## src/erd_pkg.sv

```systemverilog
// shared constants, types and state layout for the receive descriptor dma
package erd_pkg;

    // ----------------------------------------------------------------
    // descriptor layout
    // ----------------------------------------------------------------
    localparam logic [31:0] ERD_STAT_WORD_OFS = 32'h0000_0000;
    localparam logic [31:0] ERD_LEN_WORD_OFS  = 32'h0000_0004;
    localparam logic [31:0] ERD_PTR_WORD_OFS  = 32'h0000_0008;
    localparam int          ERD_ACTIVE_BIT    = 31;
    localparam int          ERD_WRAP_BIT      = 30;
    localparam int          ERD_FPH_BIT       = 29;
    localparam int          ERD_FPL_BIT       = 28;
    localparam int          ERD_ERR_BIT       = 27;
    localparam int          ERD_STATUS_ERR    = 0;
    localparam int          ERD_BUFLEN_LSB    = 16;

    // descriptor step chosen by the two length select bits
    localparam logic [31:0] ERD_STEP_SEL0     = 32'h0000_0010;
    localparam logic [31:0] ERD_STEP_SEL1     = 32'h0000_0020;
    localparam logic [31:0] ERD_STEP_SEL2     = 32'h0000_0040;
    localparam logic [31:0] ERD_STEP_SEL3     = 32'h0000_0080;

    // ----------------------------------------------------------------
    // receive stream buffering
    // ----------------------------------------------------------------
    localparam int          ERD_FIFO_DEPTH    = 8;
    localparam int          ERD_RX_WORD_W     = 10;

    typedef struct packed {
        logic       last;
        logic       err;
        logic [7:0] data;
    } erd_rx_word_s;

    // ----------------------------------------------------------------
    // engine state
    // ----------------------------------------------------------------
    typedef enum logic [3:0] {
        ST_IDLE, ST_RD_STAT, ST_RD_LEN, ST_RD_PTR, ST_STANDBY,
        ST_WR_DATA, ST_WB_LEN, ST_WB_STAT
    } erd_state_e;

    typedef struct packed {
        erd_state_e  st;
        logic        req;
        logic        fresh;
        logic        firstPart;
        logic [31:0] curAddr;
        logic [31:0] status;
        logic [15:0] bufLen;
        logic [31:0] bufPtr;
        logic [15:0] count;
        logic        endFrame;
        logic        errFrame;
        logic        memReq;
        logic        memWe;
        logic        memByte;
        logic [31:0] memAddr;
        logic [31:0] memWdata;
        logic        frameEvt;
    } erd_dma_s;

endpackage

```

## src/erd_rx_dma.sv

```systemverilog
// receive descriptor dma engine with its receive stream fifo
//
// Functional notes
// - start only while mac receive enable is high and request bit set
// - after soft reset first descriptor comes from list base; standby if active
// - inactive descriptor found: clear request bit and stop
// - active descriptor: store fifo data into buffer at pointer word address
// - buffer full mid-frame: write back position 10 or 00, fetch next
// - frame end or error abort: write back position 11 or 01
// - continuous mode: after frame write-back fetch next descriptor, standby if active
// - single mode: after frame write-back clear request bit and halt
// - request set again: resume at descriptor after last used
// - wrap flag set: next fetch returns to list base
// - frame error reported at status bit 27, zero means good
// - only frame contents without preamble, delimiter and crc reach the buffer
// - descriptor padding is never read nor written
// - descriptor words: status, length, pointer, then padding
// - frame done: clear active flag and record result in status bits
// - descriptors stepped by length chosen with the select bits
`timescale 1ns/1ns

module erd_rx_fifo #(
    parameter int W = 10,
    parameter int D = 8
) (
    input  wire logic         clk,
    input  wire logic         rst,
    input  wire logic         inValid,
    input  wire logic [W-1:0] inData,
    output logic              inReady,
    output logic              outValid,
    output logic [W-1:0]      outData,
    input  wire logic         outReady
);
    import erd_pkg::*;

    localparam int AW = $clog2(D);

    typedef struct packed {
        logic [D-1:0][W-1:0] mem;
        logic [AW-1:0]       wp;
        logic [AW-1:0]       rp;
        logic [AW:0]         cnt;
        logic                full;
        logic                empty;
        logic                ready;
    } erd_fifo_s;

    erd_fifo_s fifo_reg;
    erd_fifo_s fifo_next;
    logic      push;
    logic      pop;

    assign push     = inValid && !fifo_reg.full;
    assign pop      = outReady && !fifo_reg.empty;
    assign inReady  = fifo_reg.ready;
    assign outValid = !fifo_reg.empty;
    assign outData  = fifo_reg.mem[fifo_reg.rp];

    always_comb
    begin
        fifo_next = fifo_reg;
        if (push)
        begin
            fifo_next.mem[fifo_reg.wp] = inData;
            fifo_next.wp               = AW'(fifo_reg.wp + 1'b1);
        end
        if (pop)
        begin
            fifo_next.rp = AW'(fifo_reg.rp + 1'b1);
        end
        if (push && !pop)
        begin
            fifo_next.cnt = (AW+1)'(fifo_reg.cnt + 1'b1);
        end
        else if (pop && !push)
        begin
            fifo_next.cnt = (AW+1)'(fifo_reg.cnt - 1'b1);
        end
        fifo_next.full  = (fifo_next.cnt == (AW+1)'(D));
        fifo_next.empty = (fifo_next.cnt == '0);
        // registered so the stream ready leaves straight from a flop
        fifo_next.ready = !fifo_next.full;
    end

    always_ff @(posedge clk or posedge rst)
    begin
        if (rst)
        begin
            fifo_reg       <= '0;
            fifo_reg.empty <= 1'b1;
            fifo_reg.ready <= 1'b1;
        end
        else
        begin
            fifo_reg <= fifo_next;
        end
    end

endmodule // erd_rx_fifo

module erd_rx_dma (
    input  wire logic                 clk,
    input  wire logic                 rst,
    input  wire logic                 softReset,
    input  wire logic                 macRxEnable,
    input  wire logic                 rxDmaRequestSet,
    input  wire logic                 continuousRxControl,
    input  wire logic [1:0]           descLengthSel,
    input  wire logic [31:0]          descListBase,
    input  wire logic                 rxValid,
    input  wire erd_pkg::erd_rx_word_s rxWord,
    output logic                      rxReady,
    output logic                      memReq,
    output logic                      memWe,
    output logic                      memByte,
    output logic [31:0]               memAddr,
    output logic [31:0]               memWdata,
    input  wire logic                 memAck,
    input  wire logic [31:0]          memRdata,
    output logic                      rxDmaRequest,
    output logic                      frameReceivedEvent
);
    import erd_pkg::*;

    // ----------------------------------------------------------------
    // helpers
    // ----------------------------------------------------------------
    function automatic logic [31:0] desc_step(input logic [1:0] sel);
        case (sel)
            2'h0:    desc_step = ERD_STEP_SEL0;
            2'h1:    desc_step = ERD_STEP_SEL1;
            2'h2:    desc_step = ERD_STEP_SEL2;
            default: desc_step = ERD_STEP_SEL3;
        endcase
    endfunction

    function automatic logic [31:0] add32(input logic [31:0] a, input logic [31:0] b);
        add32 = 32'(a + b);
    endfunction

    // ----------------------------------------------------------------
    // receive stream fifo
    // ----------------------------------------------------------------
    erd_dma_s     dma_reg;
    erd_dma_s     dma_next;
    logic         fifoValid;
    logic         fifoPop;
    erd_rx_word_s fifoWord;
    logic         inReadyNet;
    logic [15:0]  countInc;
    logic [31:0]  nextDesc;

    erd_rx_fifo #(
        .W (ERD_RX_WORD_W),
        .D (ERD_FIFO_DEPTH)
    ) u_fifo (
        .clk      (clk),
        .rst      (rst),
        .inValid  (rxValid),
        .inData   (rxWord),
        .inReady  (inReadyNet),
        .outValid (fifoValid),
        .outData  (fifoWord),
        .outReady (fifoPop)
    );

    // fifo ready is itself a flop output inside the fifo
    assign rxReady            = inReadyNet;
    assign fifoPop            = (dma_reg.st == ST_STANDBY) && fifoValid;
    assign countInc           = 16'(dma_reg.count + 1'b1);
    assign memReq             = dma_reg.memReq;
    assign memWe              = dma_reg.memWe;
    assign memByte            = dma_reg.memByte;
    assign memAddr            = dma_reg.memAddr;
    assign memWdata           = dma_reg.memWdata;
    assign rxDmaRequest       = dma_reg.req;
    assign frameReceivedEvent = dma_reg.frameEvt;

    // wrap returns to list base instead of the contiguous step
    assign nextDesc = dma_reg.status[ERD_WRAP_BIT] ? descListBase
                    : add32(dma_reg.curAddr, desc_step(descLengthSel));

    // ----------------------------------------------------------------
    // engine
    // ----------------------------------------------------------------
    always_comb
    begin
        dma_next          = dma_reg;
        dma_next.frameEvt = 1'b0;
        case (dma_reg.st)
            ST_IDLE:
            begin
                if (dma_reg.req && macRxEnable)
                begin
                    // first start after soft reset uses the list base
                    dma_next.curAddr  = dma_reg.fresh ? descListBase
                                      : dma_reg.curAddr;
                    dma_next.fresh    = 1'b0;
                    dma_next.memReq   = 1'b1;
                    dma_next.memWe    = 1'b0;
                    dma_next.memByte  = 1'b0;
                    dma_next.memAddr  = dma_reg.fresh ? descListBase : dma_reg.curAddr;
                    dma_next.st       = ST_RD_STAT;
                end
            end
            ST_RD_STAT:
            begin
                if (memAck)
                begin
                    dma_next.status = memRdata;
                    if (!memRdata[ERD_ACTIVE_BIT])
                    begin
                        // position kept so a new request retries this descriptor
                        dma_next.req    = 1'b0;
                        dma_next.memReq = 1'b0;
                        dma_next.st     = ST_IDLE;
                    end
                    else
                    begin
                        dma_next.memAddr = add32(dma_reg.curAddr, ERD_LEN_WORD_OFS);
                        dma_next.st      = ST_RD_LEN;
                    end
                end
            end
            ST_RD_LEN:
            begin
                if (memAck)
                begin
                    dma_next.bufLen  = memRdata[ERD_BUFLEN_LSB +: 16];
                    dma_next.memAddr = add32(dma_reg.curAddr, ERD_PTR_WORD_OFS);
                    dma_next.st      = ST_RD_PTR;
                end
            end
            ST_RD_PTR:
            begin
                if (memAck)
                begin
                    // padding beyond the pointer word is never fetched
                    dma_next.bufPtr = memRdata;
                    dma_next.count  = '0;
                    dma_next.memReq = 1'b0;
                    dma_next.st     = ST_STANDBY;
                end
            end
            ST_STANDBY:
            begin
                if (fifoValid)
                begin
                    // mac stream already stripped of preamble, delimiter and crc
                    dma_next.endFrame = fifoWord.last;
                    dma_next.errFrame = fifoWord.err;
                    dma_next.memReq   = 1'b1;
                    dma_next.memWe    = 1'b1;
                    dma_next.memByte  = 1'b1;
                    dma_next.memAddr  = add32(dma_reg.bufPtr, {16'h0000, dma_reg.count});
                    dma_next.memWdata = {24'h000000, fifoWord.data};
                    dma_next.st       = ST_WR_DATA;
                end
            end
            ST_WR_DATA:
            begin
                if (memAck)
                begin
                    dma_next.count = countInc;
                    if (dma_reg.endFrame || (countInc == dma_reg.bufLen))
                    begin
                        dma_next.memByte  = 1'b0;
                        dma_next.memAddr  = add32(dma_reg.curAddr, ERD_LEN_WORD_OFS);
                        dma_next.memWdata = {dma_reg.bufLen, countInc};
                        dma_next.st       = ST_WB_LEN;
                    end
                    else
                    begin
                        dma_next.memReq = 1'b0;
                        dma_next.st     = ST_STANDBY;
                    end
                end
            end
            ST_WB_LEN:
            begin
                if (memAck)
                begin
                    // status written last so software sees a complete descriptor
                    dma_next.memAddr                  = add32(dma_reg.curAddr,
                                                              ERD_STAT_WORD_OFS);
                    dma_next.memWdata                 = '0;
                    dma_next.memWdata[ERD_ACTIVE_BIT] = 1'b0;
                    dma_next.memWdata[ERD_WRAP_BIT]   = dma_reg.status[ERD_WRAP_BIT];
                    dma_next.memWdata[ERD_FPH_BIT]    = dma_reg.firstPart;
                    dma_next.memWdata[ERD_FPL_BIT]    = dma_reg.endFrame;
                    dma_next.memWdata[ERD_ERR_BIT]    = dma_reg.errFrame;
                    dma_next.memWdata[ERD_STATUS_ERR] = dma_reg.errFrame;
                    dma_next.st                       = ST_WB_STAT;
                end
            end
            ST_WB_STAT:
            begin
                if (memAck)
                begin
                    dma_next.frameEvt  = dma_reg.endFrame;
                    dma_next.firstPart = dma_reg.endFrame;
                    dma_next.curAddr   = nextDesc;
                    if (dma_reg.endFrame && !continuousRxControl)
                    begin
                        dma_next.req    = 1'b0;
                        dma_next.memReq = 1'b0;
                        dma_next.st     = ST_IDLE;
                    end
                    else
                    begin
                        dma_next.memWe   = 1'b0;
                        dma_next.memAddr = nextDesc;
                        dma_next.st      = ST_RD_STAT;
                    end
                end
            end
            default:
            begin
                dma_next.memReq = 1'b0;
                dma_next.st     = ST_IDLE;
            end
        endcase

        // soft reset abandons any bus access; the next start uses the base
        if (softReset)
        begin
            dma_next.st        = ST_IDLE;
            dma_next.req       = 1'b0;
            dma_next.fresh     = 1'b1;
            dma_next.firstPart = 1'b1;
            dma_next.memReq    = 1'b0;
            dma_next.memWe     = 1'b0;
        end

        // a software set in the same cycle as a hardware clear wins
        if (rxDmaRequestSet)
        begin
            dma_next.req = 1'b1;
        end
    end

    always_ff @(posedge clk or posedge rst)
    begin
        if (rst)
        begin
            dma_reg           <= '0;
            dma_reg.st        <= ST_IDLE;
            dma_reg.fresh     <= 1'b1;
            dma_reg.firstPart <= 1'b1;
        end
        else
        begin
            dma_reg <= dma_next;
        end
    end

endmodule // erd_rx_dma

```

## config.mk

```make
export PLATFORM = sky130hd
export DESIGN_NAME = erd_rx_dma
export DESIGN_NICKNAME = d
export VERILOG_FILES = /design/src/erd_pkg.sv /design/src/erd_rx_dma.sv
export SDC_FILE = /design/constraint.sdc
export NUM_CORES = 1
export LEC_CHECK = 0
export ABC_AREA = 1
export BUFFER_PORTS_ARGS = -buffer_cell sky130_fd_sc_hd__buf_2
export CAP_MARGIN = 20
export CORE_MARGIN = 2
export CORE_UTILIZATION = 30
export CTS_BUF_LIST = sky130_fd_sc_hd__clkbuf_4
export CTS_CLUSTER_DIAMETER = 120
export DETAILED_ROUTE_END_ITERATION = 8
export GPL_TIMING_DRIVEN = 0
export PLACE_DENSITY_LB_ADDON = 0.1
export SLEW_MARGIN = 0
export SYNTH_ARGS = -nofsm -noshare
export SYNTH_HDL_FRONTEND = slang
export SYNTH_HIERARCHICAL = 1
export SYNTH_SLANG_ARGS = --single-unit
```

## constraint.sdc

```tcl
create_clock -name clk -period 6 [get_ports clk]
set_input_delay 0.6 -clock clk [delete_from_list [all_inputs] [get_ports clk]]
set_output_delay 0.6 -clock clk [all_outputs]
set_load 0.02 [all_outputs]
```

==> impl_metrics.csv <==
group,metric,value,unit
route,wl,75.9,mm
setup_path,cp_cell_sequence,"buf_2, nand2_1, inv_1, nor2_1, inv_1, nor2_2, inv_1, clkbuf_1, clkbuf_1, o21ai_0, o21ai_1",
global_route,grt_overflow_total,0,
place,pre_cts_slack,1.85,ns
layout,drive_above_1_share,17.2,%
synth,synth_edf_count,0,
layout,fillers,6344,
route,dr.pass1.iters,7,
setup_path,r2r_end,"memAddr[8]$_DFFE_PP0P_",
route,routed_via_density,5.09,
setup_path,path_max_fanout,10,
route,ant_nets,0,
cts,cts_tree,"built",
cts,root_buffer,"clkbuf_4",
global_route,grt_pass1_vias,17700,
die,io_pins,154,
synth,yosysUniqueCellTypes,67,
sta,hold_viol_final,0,
sta,finalClockSkew,0.0467,ns
route,routed.top_layer,"met4",
hold_path,min_delay_path_depth,3,
setup_path,cp.arrival,5.19,ns
synth,syn-num-nets,2607,
setup_path,reg2regPathDepth,11,
die,chipHeight,245,um
setup_path,cp.required,6.71,ns
synth,synthCells,2494,
setup_path,slowest_delay,0.86,ns
hold_path,holdPathEnd,"dma_reg[104]$_DFFE_PP0P_",
die,die-area,60200,um2
route,drt-met1-wl,35.1,mm
pwr,leakage,9.99,nW
setup_path,end_kind,"register",
setup_path,rr_startpoint,"dma_reg[201]$_DFFE_PP0P_",
sta,slew_viol_final,0,
sta,fin_crit_sh,74.7,%
setup_path,start_kind,"register",
sta,max_slew_margin,26.9,%
global_route,track_usage,25.0,%
synth,yosysSeqAreaShare,38.1,%
synth,netlist_area,17500,um2
layout,multi_input_area,8860,um2
place,portBuffers,152,
synth,ys_top_cells_by_area,"dfrtp_1 38%, nand2_1 14%, o21ai_0 9.1%",
setup_path,criticalPathCategory,"reg2reg",
route,drc,0,
status,status,"completed",
route,met2_length,33.2,mm
synth,yosysTopAreaCell,"dfrtp_1",
route,wl_per_cell,21.1,um
die,fp.dieW,245,um
route,route.met3.wl,5.46,mm
die,rows,88,
global_route,grt_pass1_wl,112,mm
cts,cts.sinks,266,
route,drt_iter0_drc,1622,
setup_path,ff2ff_setup_slack,1.52,ns
sta,period_needed,4.48,ns
sta,setup_viol,0,
hold_path,min_path_type,"in2reg",
hold_path,min_from,"memRdata[18]",
layout,layout.area.seq,6660,um2
setup_path,critical_path.most_common_cell,"inv_1",
cts,cts_made_buffers,83,
synth,ys_ff_latch,266,
synth,ys.flop_type,"dfrtp_1",
place,place.gp.congestion,0.935,
die,core,57700,um2
synth,yosysWarnings,6,
layout,layout.nets,2874,
setup_path,cp_slowest_cell,"o21ai_0",
layout,largest_reg_flops,104,
synth,syn_avg_cell_area,7.01,um2
cts,clk_latency,0.86,ns
global_route,grt_max_degree,105,
pwr,power-per-cell-area,524,nW/um2
synth,synth_top_cell_area_share,37.5,%
setup_path,startpoint,"dma_reg[201]$_DFFE_PP0P_",
die,start_util,30.3,%
route,vias,18300,
cts,cts_htree_levels,3,
layout,area_growth_syn_to_layout,18.0,%
cts,clk_pin_slew_worst_paths,0.06,ns
pwr,vdd_drop_max,0.000210,V
sta,fmax,223,MHz
sta,fin_tns_setup,0,ns
sta,rsz0062_at_grt,"no",
flow_run,cap_violations,0,
synth,async_reset_ff_share,100,%
global_route,antenna_found_initial,2,
cts,clk_path_buf_depth,3,
sta,setup_ws,1.52,ns
sta,tightest_slew,1.10,ns
place,place_hpwl,57.3,mm
[metal layers]
metal,up-vias,global-route usage (%)
met3,122,5.13
met1,8767,35.4
li1,8729,-
met2,675,37.9
met5,-,0
met4,0,8.29
[logic make-up (layout without fill, tap and decap cells)]
kind of cell | Yosys count | count (layout) | share of synthesized area (%)
AO/OA/AOI/OAI | 580 | 580 | 18.4
other | 0 | 5 | 0
AND/OR/NAND/NOR | 1157 | 1157 | 28.2
adder cells (fa/ha/maj) | 29 | 29 | 2.16
XOR/XNOR | 16 | 16 | 0.880
multiplexers | 15 | 15 | 0.966
flip-flops | 266 | 266 | 38.1
buffers and inverters | 431 | 761 | 11.2
[through the flow]
step | total power [mW] | hold slack, ns | cells | utilization [%] | instance area [um2]
6_report | 10.8 | 0.0811 | 3594 | 35.7 | 20600
5_1_grt | 11.7 | 0.00843 | 3593 | 35.7 | 20600
4_1_cts | 10.8 | 0.00472 | 3587 | 35.7 | 20600
3_5_place_dp | 8.80 | 0.459 | 3413 | 33.4 | 19300
3_3_place_gp | 8.78 | 0.456 | 3411 | 33.3 | 19200
2_1_floorplan | 6.70 | 0.448 | 2494 | - | 17500
[cells in the final DEF (no fill, tap or decap), types with 69 or more instances in the layout]
master | Yosys | layout
clkbuf_4 | 0 | 122
nor2_1 | 225 | 225
buf_4 | 69 | 69
nand2_1 | 660 | 660
o21ai_0 | 317 | 317
buf_2 | 19 | 171
dfrtp_1 | 262 | 262
nand3_1 | 166 | 166
a21oi_1 | 105 | 105
inv_1 | 253 | 251
[cell type report]
| class | count | share of cell area (%) |
|---|---|---|
| Antenna cell | 5 | 0.0607 |
| Buffer | 159 | 4.56 |
| Clock buffer | 122 | 4.44 |
| Clock inverter | 26 | 0.734 |
| Inverter | 272 | 5.01 |
| Multi-Input combinational cell | 1797 | 42.9 |
| Sequential cell | 266 | 32.3 |
| Tap cell | 765 | 4.64 |
| Timing Repair Buffer | 182 | 5.31 |
[cell usage after synthesis, types with 3 or more instances]
cell type / n
buf_4: 69
a21oi_2: 20
nor2_1: 225
o21a_1: 3
a211oi_1: 3
nand3_1: 166
a22oi_1: 16
nand4_1: 23
buf_2: 19
a21oi_1: 105
ha_1: 27
o21ai_2: 4
clkinv_1: 5
xor2_1: 14
inv_1: 253
o21ai_0: 317
inv_2: 13
dfstp_2: 4
nor2_2: 9
nand2_2: 5
or2_2: 10
mux2_2: 15
nor2_4: 8
o2111ai_1: 6
a31oi_1: 9
clkbuf_1: 58
o21ai_1: 50
o211a_1: 3
nand3b_1: 7
nor3_1: 25
o22ai_1: 8
buf_6: 8
o211ai_1: 15
nand2_1: 660
buf_1: 4
dfrtp_1: 262
nor4_1: 5
[repair_timing]
item                      in CTS  in global routing
setup buffers                  0                  0
resized for setup              0                  0
hold endpoints to repair     124                  2
hold buffers                  26                  2
[where the power goes]
| part | internal, mW | leakage, nW | total [mW] | switching, mW |
|---|---|---|---|---|
| clock | 0.980 | 0.639 | 1.88 | 0.904 |
| sequential | 2.54 | 3.32 | 3.28 | 0.743 |
| combinational | 1.79 | 6.03 | 5.64 | 3.84 |
[worst max path at each step]
stage | to | slack (ns) | depth (start not counted)
after floorplan | dma_reg[100]$_DFFE_PP0P_ | 0.71 | 1
after CTS | memAddr[4]$_DFFE_PP0P_ | 1.80 | 12
after detailed placement | memAddr[4]$_DFFE_PP0P_ | 1.85 | 12
after global placement | memWdata[28]$_DFFE_PP0P_ | -2.16 | 2
final | memAddr[8]$_DFFE_PP0P_ | 1.52 | 11
after global routing | memAddr[8]$_DFFE_PP0P_ | 1.54 | 11
[critical path, delay by kind of cell, from the launching register on]
| kind | cells | cell delay, ns |
|---|---|---|
| flops | 1 | 0.36 |
| buf+inv | 6 | 1.87 |
| compound gates | 2 | 1.02 |
| simple gates | 3 | 1.08 |
Note: power is estimated with default switching activity, not from simulation.
